File: src/rtl/clkrst_pkg.sv
// constants and types for the bus clock gate and reset controller
package clkrst_pkg;
	// ----------------------------------------
	// register byte offsets
	// ----------------------------------------
	localparam logic [7:0] OFF_CORE_CFG = 8'h00;
	localparam logic [7:0] OFF_CORE_RST = 8'h04;
	localparam logic [7:0] OFF_SYS_CFG = 8'h14;
	localparam logic [7:0] OFF_STATUS = 8'h20;
	localparam logic [7:0] OFF_TICK_CALIBRATION_VALUE = 8'h28;
	localparam logic [7:0] OFF_P0_CFG = 8'h40;
	localparam logic [7:0] OFF_P0_RST = 8'h44;
	localparam logic [7:0] OFF_P1_CFG = 8'h48;
	localparam logic [7:0] OFF_P2_CFG = 8'h4c;

	// ----------------------------------------
	// field positions
	// ----------------------------------------
	localparam int FAIL_BIT = 0;
	localparam int LOST_BIT = 1;
	localparam int LOCKED_BIT = 2;
	localparam int IRQ_EN_BIT = 15;
	localparam int DIV_LSB = 20;
	localparam int DIV_MSB = 22;
	localparam int BUS_GATE_BIT = 23;
	localparam int OPT_MAP_BIT = 2;
	localparam int CRC_BIT = 1;
	localparam int DMA_BIT = 0;
	localparam int SEG_RAM_BIT = 0;
	localparam int CORE_RST_W = 2;
	localparam int P0_RST_W = 9;
	localparam int RST_W = CORE_RST_W + P0_RST_W;
	localparam int NUM_PBUS = 3;

	// ----------------------------------------
	// writable bits and reset values
	// ----------------------------------------
	localparam logic [31:0] CORE_CFG_MASK = 32'h0070_0007;
	localparam logic [31:0] P0_CFG_MASK = 32'h00f0_01ff;
	localparam logic [31:0] P1_CFG_MASK = 32'h00f0_009f;
	localparam logic [31:0] P2_CFG_MASK = 32'h00f0_0007;
	localparam logic [31:0] CORE_RST_MASK = 32'h0000_0003;
	localparam logic [31:0] P0_RST_MASK = 32'h0000_01ff;
	localparam logic [31:0] TICK_CALIBRATION_VALUE_MASK = 32'h0000_ffff;
	localparam logic [31:0] SYS_CFG_MASK = 32'h0000_8000;
	localparam logic [31:0] CORE_CFG_RESET = 32'h0020_0000;
	localparam logic [31:0] TICK_CALIBRATION_VALUE_RESET = 32'h0000_2327;
	localparam logic [31:0] ZERO_RESET = 32'h0000_0000;
	localparam logic [2:0] CORE_DIV_MAX = 3'h4;
	localparam logic [1:0] RESP_OKAY = 2'h0;
	localparam logic [1:0] RESP_SLVERR = 2'h2;

	// ----------------------------------------
	// clock monitor inputs
	// ----------------------------------------
	typedef struct packed {
		logic pll_locked;
		logic source_external;
		logic source_failed;
	} clock_monitor_t;
endpackage

File: src/rtl/bus_clock_gate_and_reset_ctrl.sv
// clock gating, bus clock dividers, self-clearing resets and clock status over axi4-lite
// What this block does
// status bit 2 mirrors pll lock
// sticky bit 1 records pll lock loss
// failed external source forces fast oscillator, flag
// flag with enable raises interrupt request
// clock fail flag cleared only by reset
// 16-bit tick calibration, reset 0x2327
// core bus divider codes 0-4, rest reserved
// software enables option-map clock before rewrite
// bit1 gates checksum clock, bit0 dma clock
// bit 23 gates each peripheral bus clock
// first peripheral bus divider, divide 1-128
// first bus per-peripheral clock gates, bits 8-0
// second peripheral bus divider, divide 1-128
// second bus gates bits 7,4,3-0 only
// third peripheral bus divider, divide 1-128
// software pairs led clock with segment display
// third bus bit0 led clock and ram
// write one resets, hardware clears, zero ignored
// core reset: checksum bit1, dma bit0
// first bus reset bits 8-0 per peripheral
// irq enable sits at bit 15
// reset held one full bus clock period
// reserved bits read zero, writes ignored
// divider changes apply only at period end
module bus_clock_gate_and_reset_ctrl (
	input wire logic aclk,
	input wire logic aresetn,
	input wire logic [31:0] awaddr,
	input wire logic awvalid,
	output logic awready,
	input wire logic [31:0] wdata,
	input wire logic [3:0] wstrb,
	input wire logic wvalid,
	output logic wready,
	output logic [1:0] bresp,
	output logic bvalid,
	input wire logic bready,
	input wire logic [31:0] araddr,
	input wire logic arvalid,
	output logic arready,
	output logic [31:0] rdata,
	output logic [1:0] rresp,
	output logic rvalid,
	input wire logic rready,
	input wire clkrst_pkg::clock_monitor_t monitor,
	output logic switch_to_fast_osc,
	output logic clock_fail_irq,
	output logic core_clk_en,
	output logic checksum_clk_en,
	output logic dma_clk_en,
	output logic option_map_clk_en,
	output logic [2:0] pbus_clk_en,
	output logic [8:0] first_periph_clk_en,
	output logic [7:0] second_periph_clk_en,
	output logic [2:0] third_periph_clk_en,
	output logic segment_ram_enable,
	output logic [1:0] core_periph_reset,
	output logic [8:0] first_periph_reset
);
	// ----------------------------------------
	// helpers
	// ----------------------------------------
	function automatic logic [6:0] div_limit(input logic [2:0] code);
		div_limit = 7'h7f >> (3'h7 - code);
	endfunction

	function automatic logic [31:0] merge(input logic [31:0] old, input logic [31:0] data,
		input logic [3:0] strb, input logic [31:0] allowed);
		logic [31:0] m;
		m = {{8{strb[3]}}, {8{strb[2]}}, {8{strb[1]}}, {8{strb[0]}}} & allowed;
		merge = (old & ~m) | (data & m);
	endfunction

	// ----------------------------------------
	// axi4-lite slave state
	// ----------------------------------------
	logic aw_held_reg, aw_held_next, w_held_reg, w_held_next;
	logic [7:0] waddr_reg, waddr_next;
	logic [31:0] wdata_reg, wdata_next;
	logic [3:0] wstrb_reg, wstrb_next;
	logic bvalid_reg, bvalid_next, awready_reg, awready_next, wready_reg, wready_next;
	logic [1:0] bresp_reg, bresp_next, rresp_reg, rresp_next;
	logic rvalid_reg, rvalid_next, arready_reg, arready_next;
	logic [31:0] rdata_reg, rdata_next;
	logic wr_fire;

	// ----------------------------------------
	// control and status registers
	// ----------------------------------------
	logic [31:0] core_cfg_reg, core_cfg_next, tick_calibration_value_reg, tick_calibration_value_next, sys_cfg_reg, sys_cfg_next;
	localparam int NUM_PBUS_L = clkrst_pkg::NUM_PBUS;
	logic [31:0] p_cfg_reg [NUM_PBUS_L], p_cfg_next [NUM_PBUS_L];
	logic [clkrst_pkg::RST_W-1:0] rst_reg, rst_next, armed_reg, armed_next, rst_set, rst_tick;
	logic locked_reg, lost_reg, lost_next, fail_reg, fail_next;
	logic fast_osc_reg, irq_reg, fail_set;
	logic [31:0] status_word, cand;

	// ----------------------------------------
	// dividers
	// ----------------------------------------
	logic [6:0] hcnt_reg, hcnt_next;
	logic [2:0] hdiv_reg, hdiv_next;
	logic htick;
	logic [6:0] pcnt_reg [NUM_PBUS_L], pcnt_next [NUM_PBUS_L];
	logic [2:0] pdiv_reg [NUM_PBUS_L], pdiv_next [NUM_PBUS_L];
	logic [NUM_PBUS_L-1:0] ptick, pgate;
	logic core_en_reg, crc_en_reg, dma_en_reg;
	logic [2:0] pbus_en_reg;
	logic [8:0] p0_en_reg;
	logic [7:0] p1_en_reg;
	logic [2:0] p2_en_reg;

	// ----------------------------------------
	// register bus handshake
	// ----------------------------------------
	assign wr_fire = aw_held_reg && w_held_reg && !bvalid_reg;

	always_comb begin
		aw_held_next = aw_held_reg;
		w_held_next = w_held_reg;
		waddr_next = waddr_reg;
		wdata_next = wdata_reg;
		wstrb_next = wstrb_reg;
		bvalid_next = bvalid_reg;
		bresp_next = bresp_reg;
		if (awvalid && awready_reg) begin
			aw_held_next = 1'b1;
			waddr_next = awaddr[7:0];
		end
		if (wvalid && wready_reg) begin
			w_held_next = 1'b1;
			wdata_next = wdata;
			wstrb_next = wstrb;
		end
		if (bvalid_reg && bready) begin
			bvalid_next = 1'b0;
		end
		if (wr_fire) begin
			aw_held_next = 1'b0;
			w_held_next = 1'b0;
			bvalid_next = 1'b1;
			case (waddr_reg)
				clkrst_pkg::OFF_CORE_CFG, clkrst_pkg::OFF_CORE_RST, clkrst_pkg::OFF_SYS_CFG,
				clkrst_pkg::OFF_STATUS, clkrst_pkg::OFF_TICK_CALIBRATION_VALUE, clkrst_pkg::OFF_P0_CFG,
				clkrst_pkg::OFF_P0_RST, clkrst_pkg::OFF_P1_CFG,
				clkrst_pkg::OFF_P2_CFG: bresp_next = clkrst_pkg::RESP_OKAY;
				default: bresp_next = clkrst_pkg::RESP_SLVERR;
			endcase
		end
		// one write in flight: stall new address and data until the response is gone
		awready_next = !aw_held_next && !bvalid_next;
		wready_next = !w_held_next && !bvalid_next;
	end

	assign status_word = {29'h0, locked_reg, lost_reg, fail_reg};

	always_comb begin
		rvalid_next = rvalid_reg;
		rdata_next = rdata_reg;
		rresp_next = rresp_reg;
		if (rvalid_reg && rready) begin
			rvalid_next = 1'b0;
		end
		if (arvalid && arready_reg) begin
			rvalid_next = 1'b1;
			rresp_next = clkrst_pkg::RESP_OKAY;
			case (araddr[7:0])
				clkrst_pkg::OFF_CORE_CFG: rdata_next = core_cfg_reg;
				clkrst_pkg::OFF_CORE_RST: rdata_next = {30'h0, rst_reg[1:0]};
				clkrst_pkg::OFF_SYS_CFG: rdata_next = sys_cfg_reg;
				clkrst_pkg::OFF_STATUS: rdata_next = status_word;
				clkrst_pkg::OFF_TICK_CALIBRATION_VALUE: rdata_next = tick_calibration_value_reg;
				clkrst_pkg::OFF_P0_CFG: rdata_next = p_cfg_reg[0];
				clkrst_pkg::OFF_P0_RST: rdata_next = {23'h0, rst_reg[10:2]};
				clkrst_pkg::OFF_P1_CFG: rdata_next = p_cfg_reg[1];
				clkrst_pkg::OFF_P2_CFG: rdata_next = p_cfg_reg[2];
				default: begin
					rdata_next = 32'h0000_0000;
					rresp_next = clkrst_pkg::RESP_SLVERR;
				end
			endcase
		end
		arready_next = !rvalid_next;
	end

	always_ff @(posedge aclk) begin
		if (!aresetn) begin
			aw_held_reg <= 1'b0;
			w_held_reg <= 1'b0;
			waddr_reg <= 8'h00;
			wdata_reg <= 32'h0000_0000;
			wstrb_reg <= 4'h0;
			bvalid_reg <= 1'b0;
			bresp_reg <= 2'h0;
			awready_reg <= 1'b0;
			wready_reg <= 1'b0;
			rvalid_reg <= 1'b0;
			rdata_reg <= 32'h0000_0000;
			rresp_reg <= 2'h0;
			arready_reg <= 1'b0;
		end else begin
			aw_held_reg <= aw_held_next;
			w_held_reg <= w_held_next;
			waddr_reg <= waddr_next;
			wdata_reg <= wdata_next;
			wstrb_reg <= wstrb_next;
			bvalid_reg <= bvalid_next;
			bresp_reg <= bresp_next;
			awready_reg <= awready_next;
			wready_reg <= wready_next;
			rvalid_reg <= rvalid_next;
			rdata_reg <= rdata_next;
			rresp_reg <= rresp_next;
			arready_reg <= arready_next;
		end
	end

	// ----------------------------------------
	// configuration registers and self-clearing resets
	// ----------------------------------------
	assign rst_tick = {{clkrst_pkg::P0_RST_W{ptick[0]}}, {clkrst_pkg::CORE_RST_W{htick}}};
	assign fail_set = monitor.source_external && monitor.source_failed;

	always_comb begin
		core_cfg_next = core_cfg_reg;
		tick_calibration_value_next = tick_calibration_value_reg;
		sys_cfg_next = sys_cfg_reg;
		for (int i = 0; i < NUM_PBUS_L; i++) begin
			p_cfg_next[i] = p_cfg_reg[i];
		end
		rst_set = '0;
		cand = merge(core_cfg_reg, wdata_reg, wstrb_reg, clkrst_pkg::CORE_CFG_MASK);
		if (wr_fire) begin
			case (waddr_reg)
				clkrst_pkg::OFF_CORE_CFG: begin
					// reserved divider codes leave the running ratio untouched
					if (cand[clkrst_pkg::DIV_MSB:clkrst_pkg::DIV_LSB] > clkrst_pkg::CORE_DIV_MAX) begin
						cand[clkrst_pkg::DIV_MSB:clkrst_pkg::DIV_LSB] =
							core_cfg_reg[clkrst_pkg::DIV_MSB:clkrst_pkg::DIV_LSB];
					end
					core_cfg_next = cand;
				end
				clkrst_pkg::OFF_TICK_CALIBRATION_VALUE: tick_calibration_value_next = merge(tick_calibration_value_reg, wdata_reg, wstrb_reg,
					clkrst_pkg::TICK_CALIBRATION_VALUE_MASK);
				clkrst_pkg::OFF_SYS_CFG: sys_cfg_next = merge(sys_cfg_reg, wdata_reg, wstrb_reg,
					clkrst_pkg::SYS_CFG_MASK);
				clkrst_pkg::OFF_P0_CFG: p_cfg_next[0] = merge(p_cfg_reg[0], wdata_reg, wstrb_reg,
					clkrst_pkg::P0_CFG_MASK);
				clkrst_pkg::OFF_P1_CFG: p_cfg_next[1] = merge(p_cfg_reg[1], wdata_reg, wstrb_reg,
					clkrst_pkg::P1_CFG_MASK);
				clkrst_pkg::OFF_P2_CFG: p_cfg_next[2] = merge(p_cfg_reg[2], wdata_reg, wstrb_reg,
					clkrst_pkg::P2_CFG_MASK);
				clkrst_pkg::OFF_CORE_RST: rst_set[1:0] = 2'(merge(32'h0, wdata_reg, wstrb_reg,
					clkrst_pkg::CORE_RST_MASK));
				clkrst_pkg::OFF_P0_RST: rst_set[10:2] = 9'(merge(32'h0, wdata_reg, wstrb_reg,
					clkrst_pkg::P0_RST_MASK));
				default: ;
			endcase
		end
		// a bit clears on the second bus tick it sees, so a full bus period passes; a fresh set wins
		rst_next = (rst_reg & ~(rst_tick & armed_reg)) | rst_set;
		armed_next = ~rst_set & rst_next & (armed_reg | (rst_tick & rst_reg));
		lost_next = lost_reg | (locked_reg && !monitor.pll_locked);
		fail_next = fail_reg | fail_set;
	end

	always_ff @(posedge aclk) begin
		if (!aresetn) begin
			core_cfg_reg <= clkrst_pkg::CORE_CFG_RESET;
			tick_calibration_value_reg <= clkrst_pkg::TICK_CALIBRATION_VALUE_RESET;
			sys_cfg_reg <= clkrst_pkg::ZERO_RESET;
			for (int i = 0; i < NUM_PBUS_L; i++) begin
				p_cfg_reg[i] <= clkrst_pkg::ZERO_RESET;
			end
			rst_reg <= '0;
			armed_reg <= '0;
			locked_reg <= 1'b0;
			lost_reg <= 1'b0;
			fail_reg <= 1'b0;
			fast_osc_reg <= 1'b0;
			irq_reg <= 1'b0;
		end else begin
			core_cfg_reg <= core_cfg_next;
			tick_calibration_value_reg <= tick_calibration_value_next;
			sys_cfg_reg <= sys_cfg_next;
			for (int i = 0; i < NUM_PBUS_L; i++) begin
				p_cfg_reg[i] <= p_cfg_next[i];
			end
			rst_reg <= rst_next;
			armed_reg <= armed_next;
			locked_reg <= monitor.pll_locked;
			lost_reg <= lost_next;
			fail_reg <= fail_next;
			fast_osc_reg <= fast_osc_reg | fail_set;
			irq_reg <= fail_next && sys_cfg_next[clkrst_pkg::IRQ_EN_BIT];
		end
	end

	// ----------------------------------------
	// core bus divider
	// ----------------------------------------
	assign htick = (hcnt_reg == div_limit(hdiv_reg));

	always_comb begin
		hcnt_next = hcnt_reg + 7'h01;
		hdiv_next = hdiv_reg;
		if (htick) begin
			hcnt_next = 7'h00;
			hdiv_next = core_cfg_reg[clkrst_pkg::DIV_MSB:clkrst_pkg::DIV_LSB];
		end
	end

	always_ff @(posedge aclk) begin
		if (!aresetn) begin
			hcnt_reg <= 7'h00;
			hdiv_reg <= 3'h2;
		end else begin
			hcnt_reg <= hcnt_next;
			hdiv_reg <= hdiv_next;
		end
	end

	// ----------------------------------------
	// peripheral bus dividers, counted in core ticks
	// ----------------------------------------
	for (genvar g = 0; g < NUM_PBUS_L; g++) begin : g_pbus
		assign ptick[g] = htick && (pcnt_reg[g] == div_limit(pdiv_reg[g]));
		assign pgate[g] = p_cfg_reg[g][clkrst_pkg::BUS_GATE_BIT];
		always_comb begin
			pcnt_next[g] = pcnt_reg[g];
			pdiv_next[g] = pdiv_reg[g];
			if (htick) begin
				pcnt_next[g] = pcnt_reg[g] + 7'h01;
			end
			if (ptick[g]) begin
				pcnt_next[g] = 7'h00;
				pdiv_next[g] = p_cfg_reg[g][clkrst_pkg::DIV_MSB:clkrst_pkg::DIV_LSB];
			end
		end
		always_ff @(posedge aclk) begin
			if (!aresetn) begin
				pcnt_reg[g] <= 7'h00;
				pdiv_reg[g] <= 3'h0;
			end else begin
				pcnt_reg[g] <= pcnt_next[g];
				pdiv_reg[g] <= pdiv_next[g];
			end
		end
	end

	// ----------------------------------------
	// gated clock enables
	// ----------------------------------------
	always_ff @(posedge aclk) begin
		if (!aresetn) begin
			core_en_reg <= 1'b0;
			crc_en_reg <= 1'b0;
			dma_en_reg <= 1'b0;
			pbus_en_reg <= 3'h0;
			p0_en_reg <= 9'h000;
			p1_en_reg <= 8'h00;
			p2_en_reg <= 3'h0;
		end else begin
			core_en_reg <= htick;
			crc_en_reg <= htick && core_cfg_reg[clkrst_pkg::CRC_BIT];
			dma_en_reg <= htick && core_cfg_reg[clkrst_pkg::DMA_BIT];
			pbus_en_reg <= ptick & pgate;
			p0_en_reg <= {9{ptick[0] && pgate[0]}} & p_cfg_reg[0][8:0];
			p1_en_reg <= {8{ptick[1] && pgate[1]}} & p_cfg_reg[1][7:0];
			p2_en_reg <= {3{ptick[2] && pgate[2]}} & p_cfg_reg[2][2:0];
		end
	end

	assign awready = awready_reg;
	assign wready = wready_reg;
	assign bvalid = bvalid_reg;
	assign bresp = bresp_reg;
	assign arready = arready_reg;
	assign rvalid = rvalid_reg;
	assign rdata = rdata_reg;
	assign rresp = rresp_reg;
	assign switch_to_fast_osc = fast_osc_reg;
	assign clock_fail_irq = irq_reg;
	assign core_clk_en = core_en_reg;
	assign checksum_clk_en = crc_en_reg;
	assign dma_clk_en = dma_en_reg;
	assign option_map_clk_en = core_cfg_reg[clkrst_pkg::OPT_MAP_BIT];
	assign pbus_clk_en = pbus_en_reg;
	assign first_periph_clk_en = p0_en_reg;
	assign second_periph_clk_en = p1_en_reg;
	assign third_periph_clk_en = p2_en_reg;
	assign segment_ram_enable = p_cfg_reg[2][clkrst_pkg::SEG_RAM_BIT];
	assign core_periph_reset = rst_reg[1:0];
	assign first_periph_reset = rst_reg[10:2];

	// ----------------------------------------
	// checks
	// ----------------------------------------
	logic [7:0] hgap_reg;
	logic [2:0] gapdiv_reg;
	logic gap_seen_reg;
	// a first bus tick has passed while the first bus reset bit 0 was held
	logic p0_seen_reg;
	always_ff @(posedge aclk) begin
		if (!aresetn) begin
			hgap_reg <= 8'h00;
			gapdiv_reg <= 3'h0;
			gap_seen_reg <= 1'b0;
			p0_seen_reg <= 1'b0;
		end else begin
			hgap_reg <= core_en_reg ? 8'h00 : hgap_reg + 8'h01;
			gapdiv_reg <= core_en_reg ? hdiv_reg : gapdiv_reg;
			gap_seen_reg <= gap_seen_reg | core_en_reg;
			p0_seen_reg <= !rst_set[2] && (p0_seen_reg || (ptick[0] && rst_reg[2]));
		end
	end
endmodule

File: config.mk
export PLATFORM = sky130hd
export DESIGN_NAME = bus_clock_gate_and_reset_ctrl
export DESIGN_NICKNAME = d
export VERILOG_FILES = /design/src/rtl/clkrst_pkg.sv /design/src/rtl/bus_clock_gate_and_reset_ctrl.sv
export SDC_FILE = /design/constraint.sdc
export NUM_CORES = 1
export LEC_CHECK = 0
export BUFFER_PORTS_ARGS = -buffer_cell sky130_fd_sc_hd__buf_4
export CORE_UTILIZATION = 49
export CTS_CLUSTER_SIZE = 24
export DETAILED_ROUTE_END_ITERATION = 8
export PLACE_DENSITY = 0.81
export SLEW_MARGIN = 25
export SYNTH_ARGS = -nofsm -noshare
export SYNTH_HDL_FRONTEND = slang
export SYNTH_SLANG_ARGS = --single-unit
File: constraint.sdc
create_clock -name aclk -period 1.9 [get_ports aclk]
set_input_delay 0 -clock aclk [delete_from_list [all_inputs] [get_ports aclk]]
set_output_delay 0 -clock aclk [all_outputs]
set_load 0.02 [all_outputs]
==> summary.md <==
| Metric | Value |
|---|---|
| Yosys reg bits | `204` |
| Seq/Total Area, Yosys | `45.7%` |
| Via count | `8,718` |
| Vias per inst | `5.77` |
| Setup Viol. Count Final | `79` |
| Cell variety after synth | `68` |
| Sequential power share | `42.0%` |
| Setup ws final | `-0.285 ns` |
| Power Density | `858 nW/um^2` |
| Achievable frequency | `458 MHz` |
| Pint | `8.02 mW` |
| Final cell count without fillers | `1,512` |
| Yosys top cell by area | `dfxtp_1` |
| Die height | `137 um` |
| Logic pwr share | `12.9%` |
| Arr. time, crit path | `2.63 ns` |
| First-pass GRT wire length | `41,100 um` |
| Syn Area/Cell | `8.50 sq um` |
| Max-cap violations | `0` |
| Largest cells by area after synthesis | `dfxtp_1 (46%), mux2i_1 (7.4%), nand2_1 (6.2%)` |
| DRC errors left | `0` |
| Total CTS buffers | `22` |
| Worst Hold Class | `in -> reg` |
| Top-count cell post-synth | `dfxtp_1` |
| Sw Pwr | `2.58 mW` |
| Tot Pwr | `10.6 mW` |
| # fillers | `1,249` |
| Clock power frac | `45.1%` |
| Clk sink count | `204` |
| Dpl cell area | `10,500 sq um` |
| RD Place Congestion | `0.924` |
| Leakage | `4.86 nW` |
| Crit path cell chain | `buf_6, nor4bb_2, a21oi_1, a22o_1, nor4_4, buf_6, and3_4, buf_6, and2_4` |
| Nets | `1,384` |
| Final HPWL DP | `16,600 um` |
| Longest Clk Path Bufs | `3` |
| Asr flop ratio synth | `0%` |
| Crit Path Max Fanout | `6` |
| Total gr overflow | `0` |
| Final core occ | `69.0%` |
| Crit Path Category | `reg -> reg` |
| Worst setup EP type | `register` |
| Cell area after layout | `12,400 sq um` |
| Post-synth top area share | `45.7%` |
| Detail Route Antenna Nets | `0` |
| Switching Share | `24.3%` |
| Min Tclk post-route | `2.18 ns` |
| Drt total wl | `27,500 um` |
| Post-Syn Area | `8950 sq um` |
| Area delta synth->final | `38.1%` |
| DR WL/cell | `18.2 um` |
| Die W | `137 um` |
| Detailed Routing Iterations Pass 1 | `5` |
| Largest net degree at the start of global routing | `92` |
| IO Count | `192` |
| Synth Flop Type | `dfxtp_1` |
| Violated checks | `negative setup slack` |
| Clock Latency Late Sink | `0.51 ns` |
| Die area | `18,800 sq um` |
| CP max stage delay | `0.40 ns` |
| Outcome | `finished with violations` |
| RSZ-0062 raised after global routing | `yes` |
| Number of synthesized flops with an enable pin | `0` |
| GRT Util Overall | `27.7%` |
| H-tree depth | `1` |
| Placement row count | `49` |
| DP Cell Count | `1,404` |
| Setup crit start kind | `register` |
| Antenna violations before repair | `0` |
| Final period utilization | `115%` |
| Pins over their slew limit | `0` |
| Initial core utilization | `50.0%` |
| CTS root buf | `clkbuf_16` |
| Reg clk slew, reported paths | `0.06 ns` |
| IO Port Bufs | `114` |
| Mapped Cells | `1,053` |
| Worst path slowest cell | `dfxtp_4` |
| Pre-CTS WS | `-0.233 ns` |
| Share of cells above drive strength 1 | `25.8%` |
| N_diodes | `0` |
| Most numerous cell on the critical path | `buf_6` |
| Yosys warning count | `0` |
| Final Hold Fails | `0` |
| Number of global-route vias before repair | `8,117` |
| CTS tree | `yes` |
| Core ar. | `17,900 sq um` |
| Worst VDD drop | `0.880 mV` |
| Clk_skew | `0.0133 ns` |
| Critical path required time | `2.35 ns` |
| Most frequent cells after synthesis | `dfxtp_1 (204), nand2_1 (147), nor2_1 (105), a21oi_1 (70), mux2i_1 (66)` |
| Initial DRC Count | `654` |
==> worst paths after layout <==
| kind | from | to | slack [ns] | cells after the start |
|---|---|---|---|---|
| max | pdiv_reg[0][1] | first_periph_clk_en[6] | -0.28 | 9 |
| min reg2reg | wdata_reg[12] | wdata_reg[12] | 0.46 | 2 |
| max reg2reg | pdiv_reg[0][1] | first_periph_clk_en[6] | -0.28 | 9 |
| min | wvalid | wdata_reg[13] | 0.04 | 5 |
==> metal layers <==
layer	vias to the layer above	GRT usage (%)	part of all wire [%]
met5	-	0	0
met4	0	8.85	3.3
met3	87	5.41	7.7
met2	413	46.4	49
met1	4148	35.6	40
li1	4070	-	-
==> through the flow <==
stage          hold WS, ns  TNS (ns)
2_1_floorplan        0.135     -4.50
3_3_place_gp         0.241     -5.97
3_5_place_dp         0.248    -10.69
4_1_cts             0.0302     -3.62
5_1_grt             0.0825    -16.27
6_report            0.0436    -12.32
==> area by class of cell <==
type | instances | area, sq um | share of cell area (%)
clock buffers | 28 | 624 | 5.06
clock inverters | 9 | 186 | 1.51
flip-flops and latches | 204 | 4120 | 33.3
multi-input cells | 761 | 4830 | 39.1
well taps | 229 | 287 | 2.32
inverters | 23 | 87.6 | 0.709
repair buffers | 258 | 2220 | 18.0
==> placed cells by master (no fill, tap or decap), drive strengths merged, types with 6 or more instances in the layout <==
master | synthesis | layout
o21ai | 37 | 37
nand2b | 7 | 7
a21oi | 70 | 70
inv | 23 | 22
dfxtp | 204 | 204
o2bb2ai | 6 | 6
a31oi | 8 | 8
a22o | 7 | 7
a21boi | 10 | 10
and2 | 25 | 25
nor2 | 112 | 112
nand4 | 10 | 10
o21a | 12 | 12
nor3 | 30 | 30
xnor2 | 22 | 22
o22ai | 6 | 6
conb | 1 | 16
or4 | 6 | 6
nand2 | 147 | 148
a22oi | 17 | 17
clkbuf | 44 | 28
nand3b | 11 | 11
and3 | 17 | 17
buf | 37 | 208
mux2i | 66 | 66
nand3 | 43 | 43
nor4 | 10 | 10
dlygate4sd3 | 0 | 50
==> kinds of logic (layout without fill, tap and decap cells) <==
logic type | Yosys count | count (layout) | share of synthesized area (%)
AND/OR/NAND/NOR | 451 | 452 | 24.5
buffers and inverters | 104 | 318 | 5.37
XOR/XNOR | 25 | 25 | 2.45
multiplexers | 66 | 66 | 7.38
AO/OA/AOI/OAI | 198 | 198 | 14.0
other | 1 | 16 | 0.0419
flip-flops | 204 | 204 | 45.7
adder cells (fa/ha/maj) | 4 | 4 | 0.559
==> worst max-delay path, delay by kind of cell (launching register included) <==
| kind | cells | cell delay [ns] |
|---|---|---|
| AOI/OAI and AO/OA | 2 | 0.41 |
| buffers and inverters | 3 | 0.43 |
| DFF | 1 | 0.40 |
| and+or+nand+nor | 4 | 0.88 |
==> power by group through the flow <==
| stage | clock [mW] | sequential, mW | combinational (mW) |
|---|---|---|---|
| after floorplan | 0 | 4.52 | 0.611 |
| after global placement | 0 | 4.53 | 0.908 |
| after detailed placement | 0 | 4.54 | 0.927 |
| after CTS | 4.80 | 4.44 | 1.20 |
| after global routing | 4.99 | 4.46 | 1.44 |
| final | 4.78 | 4.45 | 1.36 |
==> what timing repair did <==
action | 4_1_cts | 5_1_grt
cloned | 3 | 1
setup endpoints to repair | 83 | 98
endpoints found under the hold margin | 61 | 0
buffers inserted | 5 | 17
pin swaps | 19 | 24
hold buffers | 50 | 0
resized for setup | 44 | 66
No activity file was read; power rests on OpenSTA's default activity.
